--- config.mk ---
export PLATFORM = sky130hd
export DESIGN_NAME = cpu_core_regs
export DESIGN_NICKNAME = d
export VERILOG_FILES = /design/src/rtl/arith_unit.v /design/src/rtl/cpu_core_regs.v /design/src/rtl/pointer_reg.v
export VERILOG_INCLUDE_DIRS = /design/src /design/src/rtl
export SDC_FILE = /design/constraint.sdc
export NUM_CORES = 1
export LEC_CHECK = 0
export BUFFER_PORTS_ARGS = -buffer_cell sky130_fd_sc_hd__buf_4
export CORE_MARGIN = 2
export CORE_UTILIZATION = 40
export DETAILED_ROUTE_END_ITERATION = 10
export GPL_ROUTABILITY_DRIVEN = 1
export GPL_TIMING_DRIVEN = 0
export PLACE_DENSITY = 0.56
export SYNTH_ARGS = -nofsm -noshare
export SYNTH_HDL_FRONTEND = slang
export SYNTH_HIERARCHICAL = 1
export SYNTH_SLANG_ARGS = --single-unit
--- constraint.sdc ---
create_clock -name CORE_CLK -period 12.6 [get_ports CORE_CLK]
set_input_delay 0.63 -clock CORE_CLK [delete_from_list [all_inputs] [get_ports CORE_CLK]]
set_output_delay 0.63 -clock CORE_CLK [all_outputs]
set_load 0.005 [all_outputs]
--- src/rtl/cpu_core_regs_consts.vh ---
// Purpose: constants shared by the cpu status, stack and pointer block
// Assumes: special function register addresses are 8-bit byte addresses
// Notes: definitions only, no logic
`ifndef CPU_CORE_REGS_CONSTS_VH
`define CPU_CORE_REGS_CONSTS_VH

////////////////////////////////////////////////////////////////////////////////
// special function register addresses
`define ADDR_POINTER_SELECT_CTRL 8'ha2
`define ADDR_CPU_STATUS_WORD 8'hd0
`define ADDR_MAIN_OPERAND_REG 8'he0
`define ADDR_MUL_DIV_AUX_REG 8'hf0
`define ADDR_STACK_TOP 8'h81
`define ADDR_POINTER_LOW_BYTE 8'h82
`define ADDR_POINTER_HIGH_BYTE 8'h83

////////////////////////////////////////////////////////////////////////////////
// reset values
`define RESET_STACK_TOP 8'h07
`define RESET_STATUS_WORD 8'h00
`define RESET_MAIN_OPERAND 8'h00
`define RESET_MUL_DIV_AUX 8'h00
`define RESET_POINTER 16'h0000
`define RESET_POINTER_CHOICE 1'b0

////////////////////////////////////////////////////////////////////////////////
// status word field positions
`define BIT_CARRY 7
`define BIT_HALF_CARRY 6
`define BIT_USER_ZERO 5
`define BIT_BANK_HI 4
`define BIT_BANK_LO 3
`define BIT_EXCESS 2
`define BIT_USER_ONE 1
`define BIT_PARITY 0

// pointer select control field positions
`define BIT_POINTER_CHOICE 0
`define BIT_SPARE_SW_FLAG 3

////////////////////////////////////////////////////////////////////////////////
// arithmetic operation codes
`define ALU_NONE 3'h0
`define ALU_ADD 3'h1
`define ALU_ADDC 3'h2
`define ALU_SUBB 3'h3
`define ALU_MUL 3'h4
`define ALU_DIV 3'h5

// boolean carry operation codes
`define BOOL_NONE 3'h0
`define BOOL_CLR 3'h1
`define BOOL_SET 3'h2
`define BOOL_CPL 3'h3
`define BOOL_AND 3'h4
`define BOOL_OR 3'h5
`define BOOL_MOV 3'h6
`define BOOL_ANDN 3'h7

// stack operation codes
`define STK_NONE 2'h0
`define STK_PUSH 2'h1
`define STK_POP 2'h2

`endif

--- src/rtl/arith_unit.v ---
// Purpose: byte arithmetic with carry, half carry and overflow results
// Assumes: purely combinational, driven by the core register block
// Notes: second operand of mul and div is the auxiliary register
`timescale 1ns/10ps
`include "cpu_core_regs_consts.vh"

module arith_unit (
  input wire [2:0] op,
  input wire [7:0] a,
  input wire [7:0] b,
  input wire cin,
  output reg [7:0] res_a,
  output reg [7:0] res_b,
  output reg carry_res,
  output reg half_res,
  output reg excess_res,
  output reg upd_a,
  output reg upd_b,
  output reg upd_flags
);

reg [8:0] wide;
reg [4:0] nib;
reg [15:0] prod;
reg c_eff;

////////////////////////////////////////////////////////////////////////////////
// one case per operation, add and addc sharing one; idle keeps every update strobe low
always @*
begin
  wide = 9'h000;
  nib = 5'h00;
  prod = 16'h0000;
  c_eff = (op == `ALU_ADDC) ? cin : 1'b0;
  res_a = a;
  res_b = b;
  carry_res = 1'b0;
  half_res = 1'b0;
  excess_res = 1'b0;
  upd_a = 1'b0;
  upd_b = 1'b0;
  upd_flags = 1'b0;
  case (op)
    `ALU_ADD, `ALU_ADDC:
    begin
      wide = {1'b0, a} + {1'b0, b} + {8'h00, c_eff};
      nib = {1'b0, a[3:0]} + {1'b0, b[3:0]} + {4'h0, c_eff};
      res_a = wide[7:0];
      carry_res = wide[8];
      half_res = nib[4];
      excess_res = (a[7] == b[7]) && (wide[7] != a[7]);
      upd_a = 1'b1;
      upd_flags = 1'b1;
    end
    `ALU_SUBB:
    begin
      wide = {1'b0, a} - {1'b0, b} - {8'h00, cin};
      nib = {1'b0, a[3:0]} - {1'b0, b[3:0]} - {4'h0, cin};
      res_a = wide[7:0];
      carry_res = wide[8];
      half_res = nib[4];
      excess_res = (a[7] != b[7]) && (wide[7] != a[7]);
      upd_a = 1'b1;
      upd_flags = 1'b1;
    end
    `ALU_MUL:
    begin
      prod = {8'h00, a} * {8'h00, b};
      res_a = prod[7:0];
      res_b = prod[15:8];
      excess_res = (prod[15:8] != 8'h00);
      upd_a = 1'b1;
      upd_b = 1'b1;
      upd_flags = 1'b1;
    end
    `ALU_DIV:
    begin
      // a zero divisor leaves both operands as they were
      excess_res = (b == 8'h00);
      if (b != 8'h00)
      begin
        res_a = a / b;
        res_b = a % b;
        upd_a = 1'b1;
        upd_b = 1'b1;
      end
      upd_flags = 1'b1;
    end
    default:
    begin
      upd_flags = 1'b0;
    end
  endcase
end

endmodule // arith_unit

--- src/rtl/cpu_core_regs.v ---
// Purpose: status word, main operand, aux, stack top and dual data pointers
// Assumes: execution unit and register bus share CORE_CLK, no pin inputs
// Notes: register reads answer one cycle after SFR_RD
`timescale 1ns/10ps
`include "cpu_core_regs_consts.vh"

// Notes on behaviour
// - stack top increments before each push write
// - stack top resets to 07h, first push 08h
// - stack may sit anywhere, 256 deep
// - carry set on carry or borrow, else cleared
// - half carry tracks low nibble carry or borrow
// - carry is the boolean bit operand
// - two bank bits pick register bank base
// - signed overflow of add, addc, subb
// - overflow when product exceeds 255
// - overflow on divide by zero
// - those ops otherwise clear overflow
// - parity is odd count of operand ones
// - two user flags, software only
// - aux register feeds and receives mul, div
// - pointer accessed as word or bytes
// - two pointers share address, chosen by bit0
// - choice 0 primary, 1 secondary, reset 0
// - increment of control toggles choice, pointers kept
// - bit3 spare software flag, others unused
module cpu_core_regs (
  input wire CORE_CLK,
  input wire RST,
  input wire [7:0] SFR_ADDR,
  input wire SFR_WR,
  input wire [7:0] SFR_WDATA,
  input wire SFR_RD,
  output reg [7:0] SFR_RDATA,
  output reg SFR_HIT,
  input wire [2:0] ALU_OP,
  input wire [2:0] BOOL_OP,
  input wire BOOL_IN,
  input wire OPND_WR,
  input wire [7:0] OPND_WDATA,
  input wire [1:0] STACK_OP,
  output reg [7:0] STACK_ADDR,
  output reg STACK_VALID,
  input wire PTR_LOAD,
  input wire PTR_INC,
  input wire [15:0] PTR_WDATA,
  input wire CHOICE_TOGGLE,
  output reg [7:0] MAIN_OUT,
  output reg [7:0] AUX_OUT,
  output reg [7:0] STATUS_OUT,
  output reg CARRY_OUT,
  output reg [4:0] BANK_BASE,
  output reg [15:0] PTR_OUT,
  output reg [7:0] STACK_TOP_OUT
);

////////////////////////////////////////////////////////////////////////////////
// state
reg [7:0] main_q;
reg [7:0] main_d;
reg [7:0] aux_q;
reg [7:0] aux_d;
reg [7:0] status_q;
reg [7:0] status_d;
reg [7:0] stack_q;
reg [7:0] stack_d;
reg choice_q;
reg choice_d;
reg spare_q;
reg spare_d;

// arithmetic results
wire [7:0] alu_a;
wire [7:0] alu_b;
wire alu_carry;
wire alu_half;
wire alu_excess;
wire alu_upd_a;
wire alu_upd_b;
wire alu_upd_flags;

// pointer strobes and values
wire [15:0] ptr0_q;
wire [15:0] ptr0_d;
wire [15:0] ptr1_q;
wire [15:0] ptr1_d;
wire wr_low;
wire wr_high;
reg bool_next;

////////////////////////////////////////////////////////////////////////////////
// address decode of bus writes
wire wr_main = SFR_WR && (SFR_ADDR == `ADDR_MAIN_OPERAND_REG);
wire wr_aux = SFR_WR && (SFR_ADDR == `ADDR_MUL_DIV_AUX_REG);
wire wr_status = SFR_WR && (SFR_ADDR == `ADDR_CPU_STATUS_WORD);
wire wr_stack = SFR_WR && (SFR_ADDR == `ADDR_STACK_TOP);
wire wr_select = SFR_WR && (SFR_ADDR == `ADDR_POINTER_SELECT_CTRL);
assign wr_low = SFR_WR && (SFR_ADDR == `ADDR_POINTER_LOW_BYTE);
assign wr_high = SFR_WR && (SFR_ADDR == `ADDR_POINTER_HIGH_BYTE);

////////////////////////////////////////////////////////////////////////////////
// arithmetic on the main operand and the aux register
arith_unit u_arith (
  .op(ALU_OP),
  .a(main_q),
  .b(aux_q),
  .cin(status_q[`BIT_CARRY]),
  .res_a(alu_a),
  .res_b(alu_b),
  .carry_res(alu_carry),
  .half_res(alu_half),
  .excess_res(alu_excess),
  .upd_a(alu_upd_a),
  .upd_b(alu_upd_b),
  .upd_flags(alu_upd_flags)
);

////////////////////////////////////////////////////////////////////////////////
// two pointers on one address; only the chosen one sees any access
pointer_reg u_ptr0 (
  .clk(CORE_CLK),
  .rst(RST),
  .load_word(PTR_LOAD && !choice_q),
  .inc_word(PTR_INC && !choice_q),
  .wr_low(wr_low && !choice_q),
  .wr_high(wr_high && !choice_q),
  .word_in(PTR_WDATA),
  .byte_in(SFR_WDATA),
  .value_q(ptr0_q),
  .value_d(ptr0_d)
);

pointer_reg u_ptr1 (
  .clk(CORE_CLK),
  .rst(RST),
  .load_word(PTR_LOAD && choice_q),
  .inc_word(PTR_INC && choice_q),
  .wr_low(wr_low && choice_q),
  .wr_high(wr_high && choice_q),
  .word_in(PTR_WDATA),
  .byte_in(SFR_WDATA),
  .value_q(ptr1_q),
  .value_d(ptr1_d)
);

////////////////////////////////////////////////////////////////////////////////
// main operand: arithmetic result beats the direct write port,
// which beats a bus write
always @*
begin
  main_d = main_q;
  if (alu_upd_a)
    main_d = alu_a;
  else if (OPND_WR)
    main_d = OPND_WDATA;
  else if (wr_main)
    main_d = SFR_WDATA;
end

// aux register is plain scratch unless mul or div claims it
always @*
begin
  aux_d = aux_q;
  if (alu_upd_b)
    aux_d = alu_b;
  else if (wr_aux)
    aux_d = SFR_WDATA;
end

////////////////////////////////////////////////////////////////////////////////
// boolean result with the carry as working operand
always @*
begin
  bool_next = status_q[`BIT_CARRY];
  case (BOOL_OP)
    `BOOL_CLR: bool_next = 1'b0;
    `BOOL_SET: bool_next = 1'b1;
    `BOOL_CPL: bool_next = !status_q[`BIT_CARRY];
    `BOOL_AND: bool_next = status_q[`BIT_CARRY] & BOOL_IN;
    `BOOL_OR: bool_next = status_q[`BIT_CARRY] | BOOL_IN;
    `BOOL_MOV: bool_next = BOOL_IN;
    `BOOL_ANDN: bool_next = status_q[`BIT_CARRY] & !BOOL_IN;
    default: bool_next = status_q[`BIT_CARRY];
  endcase
end

////////////////////////////////////////////////////////////////////////////////
// status word: bus write first, then hardware flag updates on top,
// so an arithmetic result is never lost to a same-cycle write
always @*
begin
  status_d = status_q;
  if (wr_status)
    status_d = SFR_WDATA;
  if (alu_upd_flags)
  begin
    status_d[`BIT_CARRY] = alu_carry;
    status_d[`BIT_HALF_CARRY] = alu_half;
    status_d[`BIT_EXCESS] = alu_excess;
  end
  else if (BOOL_OP != `BOOL_NONE)
    status_d[`BIT_CARRY] = bool_next;
  // parity follows the next operand value, never the bus write
  status_d[`BIT_PARITY] = ^main_d;
end

////////////////////////////////////////////////////////////////////////////////
// stack top: pre-increment on push, post-decrement on pop;
// the 8-bit width wraps 0ffh to 00h with no error
always @*
begin
  stack_d = stack_q;
  case (STACK_OP)
    `STK_PUSH: stack_d = stack_q + 8'h01;
    `STK_POP: stack_d = stack_q - 8'h01;
    default:
    begin
      if (wr_stack)
        stack_d = SFR_WDATA;
    end
  endcase
end

////////////////////////////////////////////////////////////////////////////////
// pointer choice: the toggle strobe stands for an increment of the
// control register, and only bit 0 of that value changes
always @*
begin
  choice_d = choice_q;
  spare_d = spare_q;
  if (CHOICE_TOGGLE)
    choice_d = !choice_q;
  else if (wr_select)
  begin
    choice_d = SFR_WDATA[`BIT_POINTER_CHOICE];
    spare_d = SFR_WDATA[`BIT_SPARE_SW_FLAG];
  end
end

////////////////////////////////////////////////////////////////////////////////
// state registers
always @(posedge CORE_CLK)
begin
  if (RST)
  begin
    main_q <= `RESET_MAIN_OPERAND;
    aux_q <= `RESET_MUL_DIV_AUX;
    status_q <= `RESET_STATUS_WORD;
    stack_q <= `RESET_STACK_TOP;
    choice_q <= `RESET_POINTER_CHOICE;
    spare_q <= 1'b0;
  end
  else
  begin
    main_q <= main_d;
    aux_q <= aux_d;
    status_q <= status_d;
    stack_q <= stack_d;
    choice_q <= choice_d;
    spare_q <= spare_d;
  end
end

////////////////////////////////////////////////////////////////////////////////
// visible copies are taken from next values so they match the state
// registers cycle for cycle while still coming straight off a flop
always @(posedge CORE_CLK)
begin
  if (RST)
  begin
    MAIN_OUT <= `RESET_MAIN_OPERAND;
    AUX_OUT <= `RESET_MUL_DIV_AUX;
    STATUS_OUT <= `RESET_STATUS_WORD;
    CARRY_OUT <= 1'b0;
    BANK_BASE <= 5'h00;
    PTR_OUT <= `RESET_POINTER;
    STACK_TOP_OUT <= `RESET_STACK_TOP;
  end
  else
  begin
    MAIN_OUT <= main_d;
    AUX_OUT <= aux_d;
    STATUS_OUT <= status_d;
    CARRY_OUT <= status_d[`BIT_CARRY];
    // bank base is bank number times eight: 00h, 08h, 10h, 18h
    BANK_BASE <= {status_d[`BIT_BANK_HI], status_d[`BIT_BANK_LO], 3'h0};
    PTR_OUT <= choice_d ? ptr1_d : ptr0_d;
    STACK_TOP_OUT <= stack_d;
  end
end

////////////////////////////////////////////////////////////////////////////////
// stack memory address: a push uses the incremented top, a pop the
// current top before it drops
always @(posedge CORE_CLK)
begin
  if (RST)
  begin
    STACK_ADDR <= `RESET_STACK_TOP;
    STACK_VALID <= 1'b0;
  end
  else
  begin
    STACK_VALID <= (STACK_OP == `STK_PUSH) || (STACK_OP == `STK_POP);
    if (STACK_OP == `STK_PUSH)
      STACK_ADDR <= stack_q + 8'h01;
    else if (STACK_OP == `STK_POP)
      STACK_ADDR <= stack_q;
  end
end

////////////////////////////////////////////////////////////////////////////////
// bus reads, answered one cycle later; unused control bits read zero
// and an unmapped address answers zero with the hit flag low
always @(posedge CORE_CLK)
begin
  if (RST)
  begin
    SFR_RDATA <= 8'h00;
    SFR_HIT <= 1'b0;
  end
  else if (SFR_RD)
  begin
    SFR_HIT <= 1'b1;
    case (SFR_ADDR)
      `ADDR_MAIN_OPERAND_REG: SFR_RDATA <= main_q;
      `ADDR_MUL_DIV_AUX_REG: SFR_RDATA <= aux_q;
      `ADDR_CPU_STATUS_WORD: SFR_RDATA <= status_q;
      `ADDR_STACK_TOP: SFR_RDATA <= stack_q;
      `ADDR_POINTER_LOW_BYTE: SFR_RDATA <= choice_q ? ptr1_q[7:0] : ptr0_q[7:0];
      `ADDR_POINTER_HIGH_BYTE: SFR_RDATA <= choice_q ? ptr1_q[15:8] : ptr0_q[15:8];
      `ADDR_POINTER_SELECT_CTRL: SFR_RDATA <= {4'h0, spare_q, 2'h0, choice_q};
      default:
      begin
        SFR_RDATA <= 8'h00;
        SFR_HIT <= 1'b0;
      end
    endcase
  end
  else
  begin
    SFR_RDATA <= 8'h00;
    SFR_HIT <= 1'b0;
  end
end

endmodule // cpu_core_regs

--- src/rtl/pointer_reg.v ---
// Purpose: one 16-bit data pointer with word and byte access
// Assumes: all strobes come from logic on the same clock
// Notes: word load beats increment, increment beats byte writes
`timescale 1ns/10ps
`include "cpu_core_regs_consts.vh"

module pointer_reg (
  input wire clk,
  input wire rst,
  input wire load_word,
  input wire inc_word,
  input wire wr_low,
  input wire wr_high,
  input wire [15:0] word_in,
  input wire [7:0] byte_in,
  output reg [15:0] value_q,
  output reg [15:0] value_d
);

////////////////////////////////////////////////////////////////////////////////
// next value; both byte halves may be written in one cycle
always @*
begin
  value_d = value_q;
  if (load_word)
    value_d = word_in;
  else if (inc_word)
    value_d = value_q + 16'h0001;
  else
  begin
    if (wr_low)
      value_d[7:0] = byte_in;
    if (wr_high)
      value_d[15:8] = byte_in;
  end
end

// state register
always @(posedge clk)
begin
  if (rst)
    value_q <= `RESET_POINTER;
  else
    value_q <= value_d;
end

endmodule // pointer_reg

Word level (Yosys, flattened, before mapping)
Index checks and enable logic that the tools add are counted.
{"block": "totals", "register_bits": 106, "output_inout_bits": 72, "word_cells": 144}
{"block": "classes", "add_sub_neg": 12, "multipliers": 1, "div_mod_pow": 2, "n_eq_ne": 27, "mux": 42, "bitwise_logic": 5, "reduce_logical": 37}
{"operator": "8-bit two-way mux", "count": 17}
{"operator": "16-bit two-way mux", "count": 5}
{"operator": "8-bit == test (second input constant)", "count": 7}
{"operator": "8-bit case mux with 7 select lines", "count": 1}
{"operator": "16-bit by 1-bit adder with 16-bit output (second input constant)", "count": 2}
{"operator": "8-bit case mux with 2 select lines", "count": 2}
{"operator": "8-bit case mux with 4 select lines", "count": 1}
{"operator": "3-bit == test (second input constant)", "count": 6}
{"operator": "1-bit logical AND", "count": 17}
{"operator": "8-bit by 8-bit multiplier with 16-bit output", "count": 1}
{"operator": "8-bit nonzero test", "count": 2}
{"operator": "3-bit by 2-bit == test with 1-bit output (second input constant)", "count": 4}
{"operator": "1-bit two-way mux", "count": 10}
{"operator": "8-bit by 8-bit adder with 9-bit output", "count": 1}
{"operator": "9-bit by 1-bit adder with 9-bit output", "count": 1}
{"operator": "8-bit by 8-bit subtractor with 9-bit output", "count": 1}
{"operator": "9-bit by 1-bit subtractor with 9-bit output", "count": 1}
{"operator": "8-bit by 1-bit adder with 8-bit output (second input constant)", "count": 1}
{"operator": "8-bit by 8-bit divider with 8-bit output", "count": 1}
{"operator": "8-bit logical NOT", "count": 1}
{"operator": "8-bit by 8-bit remainder unit with 8-bit output", "count": 1}
{"operator": "1-bit case mux with 2 select lines", "count": 4}
{"operator": "8-bit XOR reduction", "count": 1}
{"operator": "8-bit by 1-bit subtractor with 8-bit output (second input constant)", "count": 1}
{"operator": "26 further kinds", "count": 37}

Longest topological paths before layout
Gate-level depths: netlist of the first run.
{"block": "logic_depth", "depth_word": 7, "ltp_mapped": 61}

Cells and area by module
The synthesis of the first run kept the hierarchy.
{"module": "arith_unit", "instances": 1, "cells_per_inst": 701, "area_per_inst_um2": 5230.0, "seq_area_each_um2": 0.0}
{"module": "cpu_core_regs", "instances": 1, "cells_per_inst": 520, "area_per_inst_um2": 4154.0, "seq_area_each_um2": 1361.3}
{"module": "pointer_reg", "instances": 2, "cells_per_inst": 149, "area_per_inst_um2": 1211.2, "seq_area_each_um2": 320.3}

Worst setup path after synthesis of the first run
OpenSTA, ideal clock, no wires.
{"block": "synth_path", "kind": "reg-to-reg", "start": "reg AUX_OUT[5] (netlist name)", "end": "reg STATUS_OUT[0]", "arrival_time_ns": 11.722, "t_required_ns": 12.535, "path_slack_ns": 0.812, "path_stages_with_launch": 57, "period_less_slack_ns": 11.788, "cell_sequence": "dfxtp_1 buf_2 nor4_2 nand3_1 nor2_1 a21oi_1 a21oi_1 ha_1 o21a_1 a221oi_1 nor2_1 a211oi_1 ha_1 a21oi_1 nand2_1 o21a_1 mux2_2 ha_1 (+21 left out) a21oi_1 clkbuf_1 mux2_2 ha_1 o21ai_0 a21oi_1 o21ai_0 nand2b_1 o211a_1 o21ai_0 nand2_1 nand2_1 o31ai_1 o21ai_0 nor3_1 a221oi_2 xnor3_1 nor2_1"}
{"item": "end signal: assignment", "line": "cpu_core_regs.v:273", "source": "STATUS_OUT <= `RESET_STATUS_WORD;"}
{"item": "end signal: assignment", "line": "cpu_core_regs.v:283", "source": "STATUS_OUT <= status_d;"}
{"item": "end: declaration", "line": "cpu_core_regs.v:50", "source": "output reg [7:0] STATUS_OUT,"}

==> impl_metrics.yaml, run 1 <==
worst_setup_path:
  cp_num_buf_inv: 6
  cp.required_ns: 12.89
  crit_start: "AUX_OUT[3]"
  path_delay_family: "compound AO/OA/AOI/OAI gates"
  cp-start-kind: "flop"
  reg2reg_slack_ns: 0.61
  critPathArrivalTime_ns: 12.28
  ff2ff_path_depth: 56
  crit_path_max_incr_delay_ns: 0.47
  r2r-end: "STATUS_OUT[0]"
  r2r-start: "AUX_OUT[3]"
  crit_fanout: 10
  cp_common_cell: "ha_1"
  critPathSlowestCell: "dfxtp_2"
  critical_path_class: "flop to flop"
  cp-end-kind: "flop"
die:
  rows: 62
  coreArea_um2: 28900
  initial_core_util_pct: 40.9
  die_w_um: 176
  dieHeight_um: 176
  pin_count: 129
  die-area_um2: 30900
power:
  power_frac_seq_pct: 9.5
  max-vdd-ir-drop_mv: 0.411
  cellPowerDensity_nw_per_um2: 285
  switching_share_pct: 48.0
  internal_power_mw: 2.06
  p_clk_share_pct: 9.2
  combPwrFrac_pct: 81.3
  switchingPower_mw: 1.90
  p_total_mw: 3.97
  leakage_nw: 5.88
routing:
  routed.top_layer: "met4"
  route.detailed.drc: 0
  drtPass1Iterations: 8
  routed_wirelength_um: 42000
  routedWlPerCell_um: 20.4
  wl_met2_um: 18700
  vias: 11900
  m1WireLength_um: 19300
  via_per_inst: 5.81
  drt_iter0_drc: 1265
  dr_wl_met3_um: 3060
  postRouteAntennaNets: 0
yosys:
  yosysWarnings: 6
  synth_area_um2: 11800
  synth_edf_count: 0
  syn_inst: 1519
  synth.avg_cell_area_um2: 7.77
  yosysUniqueCellTypes: 86
  synth_flop_cell: "dfxtp_1"
  ys_seq_elements: 100
  ys_seq_area_share_pct: 17.0
  async_reset_ff_share_pct: 0
global_routing:
  antenna_found_initial: 0
  grt_overflow: 0
  track_usage_pct: 26.8
  grt_pass1_wl_um: 64900
  grt_max_degree: 18
  grt_pass1_vias: 11200
sta:
  setup_viol: 0
  max_freq_mhz: 83.4
  drv_slew: 0
  period_minus_slack_ns: 11.99
  period_share_pct: 95.2
  tns_ns: 0
  hold_ws_ns: 0.490
  slew_headroom_pct: 22.0
  report.final.hold_viol_count: 0
  worst_slew_pin_slew_ns: 1.16
  fin_skew_ns: 0.00876
final_layout:
  final_cell_mix: "nor2_1 (156), buf_4 (145), nand2_1 (142)"
  final_common_cell: "nor2_1"
  syn2layout_area_growth_pct: 17.8
  drive_gt1_share_pct: 16.4
  final_cell_area_um2: 13900
  nets: 1873
  finalNonFillerCells: 2057
  diodes: 0
cts:
  cts_sinks: 100
  clock_path_buffers: 2
  clk_pin_slew_ns: 0.07
  cts_buffers: 9
  htree_levels: 3
  holdBufCountCts: 0
  tritoncts: "done"
  root_buffer: "clkbuf_16"
  clk-insertion-delay-late_ns: 0.36
placement:
  dp.cells: 2026
  hpwl_um: 32100
  io_buffers: 121
  gp_congestion: 0.920
  placed_area_um2: 13200
worst_hold_path:
  holdPathEnd: "STACK_ADDR[1]"
  hp-start: "STACK_ADDR[1]"
  hold_depth: 2
  hold_path_class: "flop to flop"
outcome:
  status: "completed"
run:
  max-cap-violations: 0
==> flip-flops by register name, summed over array words and instances (netlist names) <==
signal          count
SFR_RDATA           8
u_ptr1/value_q     16
MAIN_OUT            8
STACK_TOP_OUT       8
SFR_HIT             1
STATUS_OUT          8
STACK_ADDR          8
choice_q            1
u_ptr0/value_q     16
STACK_VALID         1
PTR_OUT            16
AUX_OUT             8
spare_q             1
==> routing by layer <==
layer	up-vias	GRT usage, %
li1	5682	-
met1	5693	37.5
met2	491	42.9
met3	75	5.00
met4	0	6.13
met5	-	0
==> cell families after synthesis <==
family | count (synthesis) | share of synthesized area (%)
AO/OA/AOI/OAI | 360 | 20.8
other | 1 | 0.0318
buffers and inverters | 206 | 7.43
flip-flops | 100 | 17.0
XOR/XNOR | 74 | 5.61
adder cells (fa/ha/maj) | 147 | 18.2
AND/OR/NAND/NOR | 540 | 23.0
multiplexers | 91 | 8.01
==> worst max path at each step <==
stage | cells past startpoint | endpoint | slack [ns]
6_report | 56 | STATUS_OUT[0] | 0.61
3_3_place_gp | 54 | STATUS_OUT[0] | -2.34
5_1_grt | 57 | STATUS_OUT[0] | -0.02
2_1_floorplan | 56 | STATUS_OUT[0] | 0.81
3_5_place_dp | 54 | STATUS_OUT[0] | -2.47
4_1_cts | 55 | STATUS_OUT[0] | 0.02
==> power by group through the flow <==
stage / Sequential, mW / Combinational, mW / Clock (mW)
6_report: 0.377 / 3.23 / 0.365
5_1_grt: 0.380 / 3.59 / 0.385
4_1_cts: 0.376 / 2.98 / 0.373
3_5_place_dp: 0.383 / 2.82 / 0
3_3_place_gp: 0.384 / 2.78 / 0
2_1_floorplan: 0.369 / 2.24 / 0
==> synthesized netlist by cell type, drive strengths merged, types with 5 or more instances <==
cell type    n  area, um^2
a211o        6        52.6
a211oi      19         143
a21o         8        60.1
a21oi       98         502
a221oi      13         120
a222oi      11         110
a22o        10        87.6
a22oi        7        52.6
a311oi       5        43.8
a31oi       14        87.6
a41oi        8        70.1
and2        11        68.8
buf         28         179
clkbuf      64         270
dfxtp      100        2000
fa          41         821
ha         106        1330
inv        114         428
mux2        28         315
mux2i       63         631
nand2      142         533
nand2b      21         131
nand3       44         220
nand3b       5        37.5
nand4       11         105
nor2       158         596
nor2b       52         325
nor3        46         230
nor3b        8        65.1
nor4         9         120
o211ai       9        67.6
o21a        15         113
o21ai       60         300
o21bai       7        52.6
o221ai       8        82.6
o22ai       20         125
o31ai       11        82.6
or3          9        56.3
xnor2       48         420
xor2        25         219
==> worst min-delay path, cell delays in order (launching register included) <==
cell      delay, ns
dfxtp_1        0.33
mux2i_1        0.07
nand2b_1       0.06
==> layout make-up <==
type                       count  area [um^2]
inverter                     114          443
clock buffer                   9          225
sequential                   100         2020
timing repair buffer         138         1040
clock inverter                 6          159
tap                          384          480
fill                        2982        14900
multi-input combinational   1215         9080
buffer                        91          474
==> stage by stage <==
stage / utilization [%] / worst slack, ns
floorplan: - / 0.812
global placement: 45.8 / -2.34
detailed placement: 45.8 / -2.47
CTS: 47.7 / 0.0190
global route: 48.2 / -0.0188
finish: 48.2 / 0.607
==> timing repair <==
action | in CTS | in global routing
setup endpoints to repair | 11 | 10
pin swaps | 4 | 10
gates resized for setup | 35 | 19
setup buffers | 6 | 11
endpoints found under the hold margin | 0 | 0
Power figures use the tool's default switching activity.
==> inputs of run 2 (changes only) <==
--- a/config.mk
+++ b/config.mk
@@ -12,7 +12,7 @@
 export DETAILED_ROUTE_END_ITERATION = 10
 export GPL_ROUTABILITY_DRIVEN = 1
 export GPL_TIMING_DRIVEN = 0
-export PLACE_DENSITY = 0.56
+export PLACE_DENSITY = 0.54
 export SYNTH_ARGS = -nofsm -noshare
 export SYNTH_HDL_FRONTEND = slang
 export SYNTH_HIERARCHICAL = 1
==> constraint.sdc (replaced) <==
create_clock -name CORE_CLK -period 12 [get_ports CORE_CLK]
set_input_delay 0.6 -clock CORE_CLK [delete_from_list [all_inputs] [get_ports CORE_CLK]]
set_output_delay 0.6 -clock CORE_CLK [all_outputs]
set_load 0.005 [all_outputs]
==> run 2 against run 1 <==
Compared with the run above: sequential share of layout area is essentially flat; clock skew grew 0.0061 ns; non-clock buffer count grew 10; cell count grew 0.53%; sequential cell count is the same; hold slack gained 0.0032 ns; critical path type unchanged; highest routed layer unchanged.
==> impl_metrics.yaml, run 2 (same netlist as run 1, synthesis figures left out) <==
outcome:
  status: "completed"
sta:
  fin_skew_ns: 0.0149
  report.final.hold_viol_count: 0
  period_minus_slack_ns: 11.45
  period_share_pct: 95.4
  max_freq_mhz: 87.4
  drv_slew: 0
  worst_slew_pin_slew_ns: 1.10
  setup_viol: 0
  fin_ws_ns: 0.554
  slew_headroom_pct: 26.0
  hold_ws_ns: 0.493
placement:
  gp_congestion: 0.965
  io_buffers: 121
  hpwl_um: 32400
  post-place-ws_ns: -3.10
  placed_area_um2: 13200
global_routing:
  grt_overflow: 0
  grt_pass1_vias: 11400
  grt_max_degree: 19
  grt_pass1_wl_um: 64900
  antenna_found_initial: 0
  track_usage_pct: 27.0
run:
  max-cap-violations: 0
die:
  pin_count: 129
  die-area_um2: 30900
  die_w_um: 176
  coreArea_um2: 28900
  initial_core_util_pct: 40.9
  rows: 62
  dieHeight_um: 176
routing:
  routed_wirelength_um: 42400
  route.detailed.drc: 0
  vias: 11800
  drt_iter0_drc: 1196
  postRouteAntennaNets: 0
  drtPass1Iterations: 6
  via_per_inst: 5.72
  routedWlPerCell_um: 20.5
cts:
  htree_levels: 3
  holdBufCountCts: 0
  cts_sinks: 100
  cts_buffers: 9
  clk_pin_slew_ns: 0.08
  tritoncts: "done"
  root_buffer: "clkbuf_16"
  clk-insertion-delay-late_ns: 0.36
  clock_path_buffers: 2
worst_hold_path:
  hold_path_class: "flop to flop"
  holdPathEnd: "STACK_ADDR[0]"
  hp-start: "STACK_ADDR[0]"
  hold_depth: 2
worst_setup_path:
  cp-start-kind: "flop"
  crit_path_max_incr_delay_ns: 0.41
  ff2ff_path_depth: 57
  reg2reg_slack_ns: 0.55
  critical_path_class: "flop to flop"
  cp.required_ns: 12.28
  cp_common_cell: "nand2_1"
  critPathArrivalTime_ns: 11.73
  r2r-start: "AUX_OUT[7]"
  cp-end-kind: "flop"
  critPathSlowestCell: "dfxtp_4"
  crit_fanout: 10
  r2r-end: "STATUS_OUT[0]"
final_layout:
  post-route-util_pct: 48.3
  syn2layout_area_growth_pct: 18.2
  nets: 1883
  drive_gt1_share_pct: 17.4
  final_common_cell: "nor2_1"
  final_cell_area_um2: 14000
  largestRegisters: "PTR_OUT: 16 flops, u_ptr0/value_q: 16 flops, u_ptr1/value_q: 16 flops"
  diodes: 0
  final_cell_mix: "nor2_1 (156), buf_4 (155), nand2_1 (141)"
power:
  leakage_nw: 5.89
  p_total_mw: 4.32
  cellPowerDensity_nw_per_um2: 310
  max-vdd-ir-drop_mv: 0.639
[run 2: cell type report]
type	instances	area [um^2]
tap	384	480
timing repair buffer	148	1110
buffer	91	478
clock buffer	10	239
sequential	100	2020
clock inverter	6	55.1
fill	2949	14900
inverter	114	443
multi-input combinational	1215	9120
[run 2: routing by layer]
metal	vias up	routed length [um]	GRT usage (%)
li1	5714	-	-
met1	5617	19900	38.7
met2	457	18600	42.5
met3	49	3120	4.44
met4	0	777	6.10
met5	-	0	0
[run 2: worst max-delay path by stage]
| stage | startpoint | endpoint | cells after the start |
|---|---|---|---|
| 3_3_place_gp | AUX_OUT[0] | STATUS_OUT[0] | 54 |
| 4_1_cts | AUX_OUT[1] | STATUS_OUT[0] | 53 |
| 3_5_place_dp | AUX_OUT[0] | STATUS_OUT[0] | 54 |
| 6_report | AUX_OUT[7] | STATUS_OUT[0] | 57 |
| 2_1_floorplan | AUX_OUT[5] | STATUS_OUT[0] | 56 |
| 5_1_grt | AUX_OUT[7] | STATUS_OUT[0] | 58 |
[run 2: power breakdown]
group / total [mW] / internal [mW] / leakage [nW] / switching, mW
combinational: 3.63 / 1.70 / 4.93 / 1.93
clock: 0.297 / 0.151 / 0.139 / 0.146
sequential: 0.396 / 0.355 / 0.824 / 0.0414
[run 2: critical path, delay by kind of cell, from the launching register on]
kind | cells | cell delay [ns]
fa+ha+maj | 7 | 2.10
xor+xnor | 1 | 0.35
buf+inv | 4 | 0.59
compound gates | 26 | 4.96
flops | 1 | 0.41
mux | 2 | 0.68
simple gates | 17 | 2.26
[run 2: per-stage QoR]
step                      cells  TNS (ns)
final                      2068         0
after global routing       2068    -0.107
after CTS                  2056         0
after detailed placement   2026    -25.42
after global placement     2026    -24.08
after floorplan            1521         0
[run 2: repair_timing]
action	in CTS	in global routing
setup buffers	15	12
endpoints found under the setup margin	11	10
cloned	0	0
resized for setup	43	27
pin swaps	7	12
==> inputs of run 3 (changes only) <==
--- a/config.mk
+++ b/config.mk
@@ -12,7 +12,8 @@
 export DETAILED_ROUTE_END_ITERATION = 10
 export GPL_ROUTABILITY_DRIVEN = 1
 export GPL_TIMING_DRIVEN = 0
-export PLACE_DENSITY = 0.54
+export PLACE_DENSITY = 0.67
+export SKIP_LAST_GASP = 1
 export SYNTH_ARGS = -nofsm -noshare
 export SYNTH_HDL_FRONTEND = slang
 export SYNTH_HIERARCHICAL = 1
==> run 3 against run 2 <==
Compared with the run above: hold slack better by 0.0015 ns; die area unchanged; clock skew down 0.0027 ns; cell area up 0.64%; via count up 3.0%; sequential power about the same; clock-buffer cell count down 1; routed wire length down 0.45%; setup slack worse by 0.23 ns; register-to-register slack worse by 0.23 ns; critical endpoint unchanged; largest power group unchanged; highest routed layer unchanged.
==> impl_metrics.yaml, run 3 (same netlist as run 1, synthesis figures left out) <==
outcome:
  status: "completed"
global_routing:
  grt_max_degree: 19
  grt_overflow: 0
  track_usage_pct: 26.7
  grt_pass1_vias: 11600
  grt_pass1_wl_um: 64500
  antenna_found_initial: 0
final_layout:
  drive_gt1_share_pct: 17.7
  syn2layout_area_growth_pct: 18.9
  nets: 1885
  largestRegisters: "PTR_OUT: 16 flops, u_ptr0/value_q: 16 flops, u_ptr1/value_q: 16 flops"
  final_cell_mix: "nor2_1 (156), buf_4 (156), nand2_1 (142)"
  nFillCells: 2867
  diodes: 0
sta:
  worst_slew_pin_slew_ns: 1.14
  tns_ns: 0
  max_freq_mhz: 85.7
  period_minus_slack_ns: 11.67
  setup_viol: 0
  slew_headroom_pct: 23.9
  fin_skew_ns: 0.0122
  period_share_pct: 97.3
  drv_slew: 0
  hold_ws_ns: 0.495
  report.final.hold_viol_count: 0
die:
  dieHeight_um: 176
  pin_count: 129
  rows: 62
  die-area_um2: 30900
  initial_core_util_pct: 40.9
  die_w_um: 176
  coreArea_um2: 28900
power:
  cellPowerDensity_nw_per_um2: 311
  max-vdd-ir-drop_mv: 0.664
  power_frac_seq_pct: 9.0
  leakage_nw: 5.93
  internal_power_mw: 2.25
  combPwrFrac_pct: 83.9
  p_clk_share_pct: 7.0
  switchingPower_mw: 2.12
  switching_share_pct: 48.6
worst_setup_path:
  crit_fanout: 10
  cp.required_ns: 12.29
  cp_common_cell: "nand2_1"
  critPathSlowestCell: "fa_1"
  crit_path_max_incr_delay_ns: 0.41
  cp-start-kind: "flop"
  critPathArrivalTime_ns: 11.96
  cp-end-kind: "flop"
  critical_path_class: "flop to flop"
routing:
  drt_iter0_drc: 1378
  routedWlPerCell_um: 20.4
  postRouteAntennaNets: 0
  vias: 12200
  via_per_inst: 5.89
  drtPass1Iterations: 6
  routed_wirelength_um: 42200
  route.detailed.drc: 0
placement:
  gp_congestion: 0.981
  hpwl_um: 31900
  io_buffers: 121
cts:
  root_buffer: "clkbuf_16"
  cts_buffers: 9
  htree_levels: 3
  tritoncts: "done"
  cts_sinks: 100
  holdBufCountCts: 0
  clk-insertion-delay-late_ns: 0.37
  clock_path_buffers: 2
  clk_pin_slew_ns: 0.07
run:
  max-cap-violations: 0
worst_hold_path:
  hold_path_class: "flop to flop"
## run 3: cell types whose count changed in the layout (fill, tap and decap cells not counted), moves of 2 or more
| cell | delta |
|---|---|
| buf_6 | +2 |
| inv_6 | +2 |
| o21ai_0 | -2 |
| inv_8 | -2 |
## run 3: what timing repair did
action / in CTS / in global routing
setup endpoints to repair: 11 / 10
setup buffers: 16 / 13
resized for setup: 52 / 28
pin swaps: 11 / 15
## run 3: power by group through the flow
stage	Sequential, mW	Combinational (mW)	Clock [mW]
after floorplan	0.388	2.35	0
after global placement	0.402	2.92	0
after detailed placement	0.402	2.98	0
after CTS	0.394	3.32	0.313
after global routing	0.398	4.01	0.326
final	0.395	3.67	0.308
## run 3: per-stage QoR
| step | cells | power [mW] | setup slack (ns) | area [um^2] | utilization [%] |
|---|---|---|---|---|---|
| after floorplan | 1521 | 2.74 | 0.212 | 11800 | - |
| after global placement | 2026 | 3.32 | -2.67 | 13200 | 45.8 |
| after detailed placement | 2026 | 3.38 | -3.00 | 13200 | 45.8 |
| after CTS | 2058 | 4.03 | 0.0333 | 13800 | 47.8 |
| after global routing | 2070 | 4.74 | -0.0805 | 14000 | 48.7 |
| final | 2070 | 4.37 | 0.329 | 14000 | 48.7 |
## run 3: per-layer routing
metal / wire, um / global-route usage (%)
met5: 0 / 0
met4: 1760 / 11.4
met3: 3560 / 4.09
met2: 18600 / 41.7
met1: 18300 / 36.6
## run 3: worst paths after layout
path,slack (ns),to,cells past startpoint,startpoint
hold reg to reg,0.49,STACK_ADDR[1],2,STACK_ADDR[1]
setup / recovery,0.33,STATUS_OUT[0],58,AUX_OUT[5]
hold / removal,0.49,STACK_ADDR[1],2,STACK_ADDR[1]
setup reg to reg,0.33,STATUS_OUT[0],58,AUX_OUT[5]
## run 3: final cells by class
| type | instances | area [um^2] | area share (%) |
|---|---|---|---|
| inverter | 114 | 443 | 3.15 |
| timing repair buffer | 150 | 1130 | 8.05 |
| clock buffer | 9 | 225 | 1.60 |
| tap | 384 | 480 | 3.42 |
| sequential | 100 | 2020 | 14.4 |
| multi-input combinational | 1215 | 9170 | 65.3 |
| clock inverter | 7 | 81.3 | 0.579 |
| buffer | 91 | 483 | 3.44 |
## run 3: worst max-delay path, delay by kind of cell (launching register included)
family          cells  cell delay [ns]
flops               1             0.38
xor+xnor            1             0.25
compound gates     26             4.95
fa+ha+maj           7             2.13
simple gates       17             2.36
mux                 2             0.69
buf+inv             5             0.79
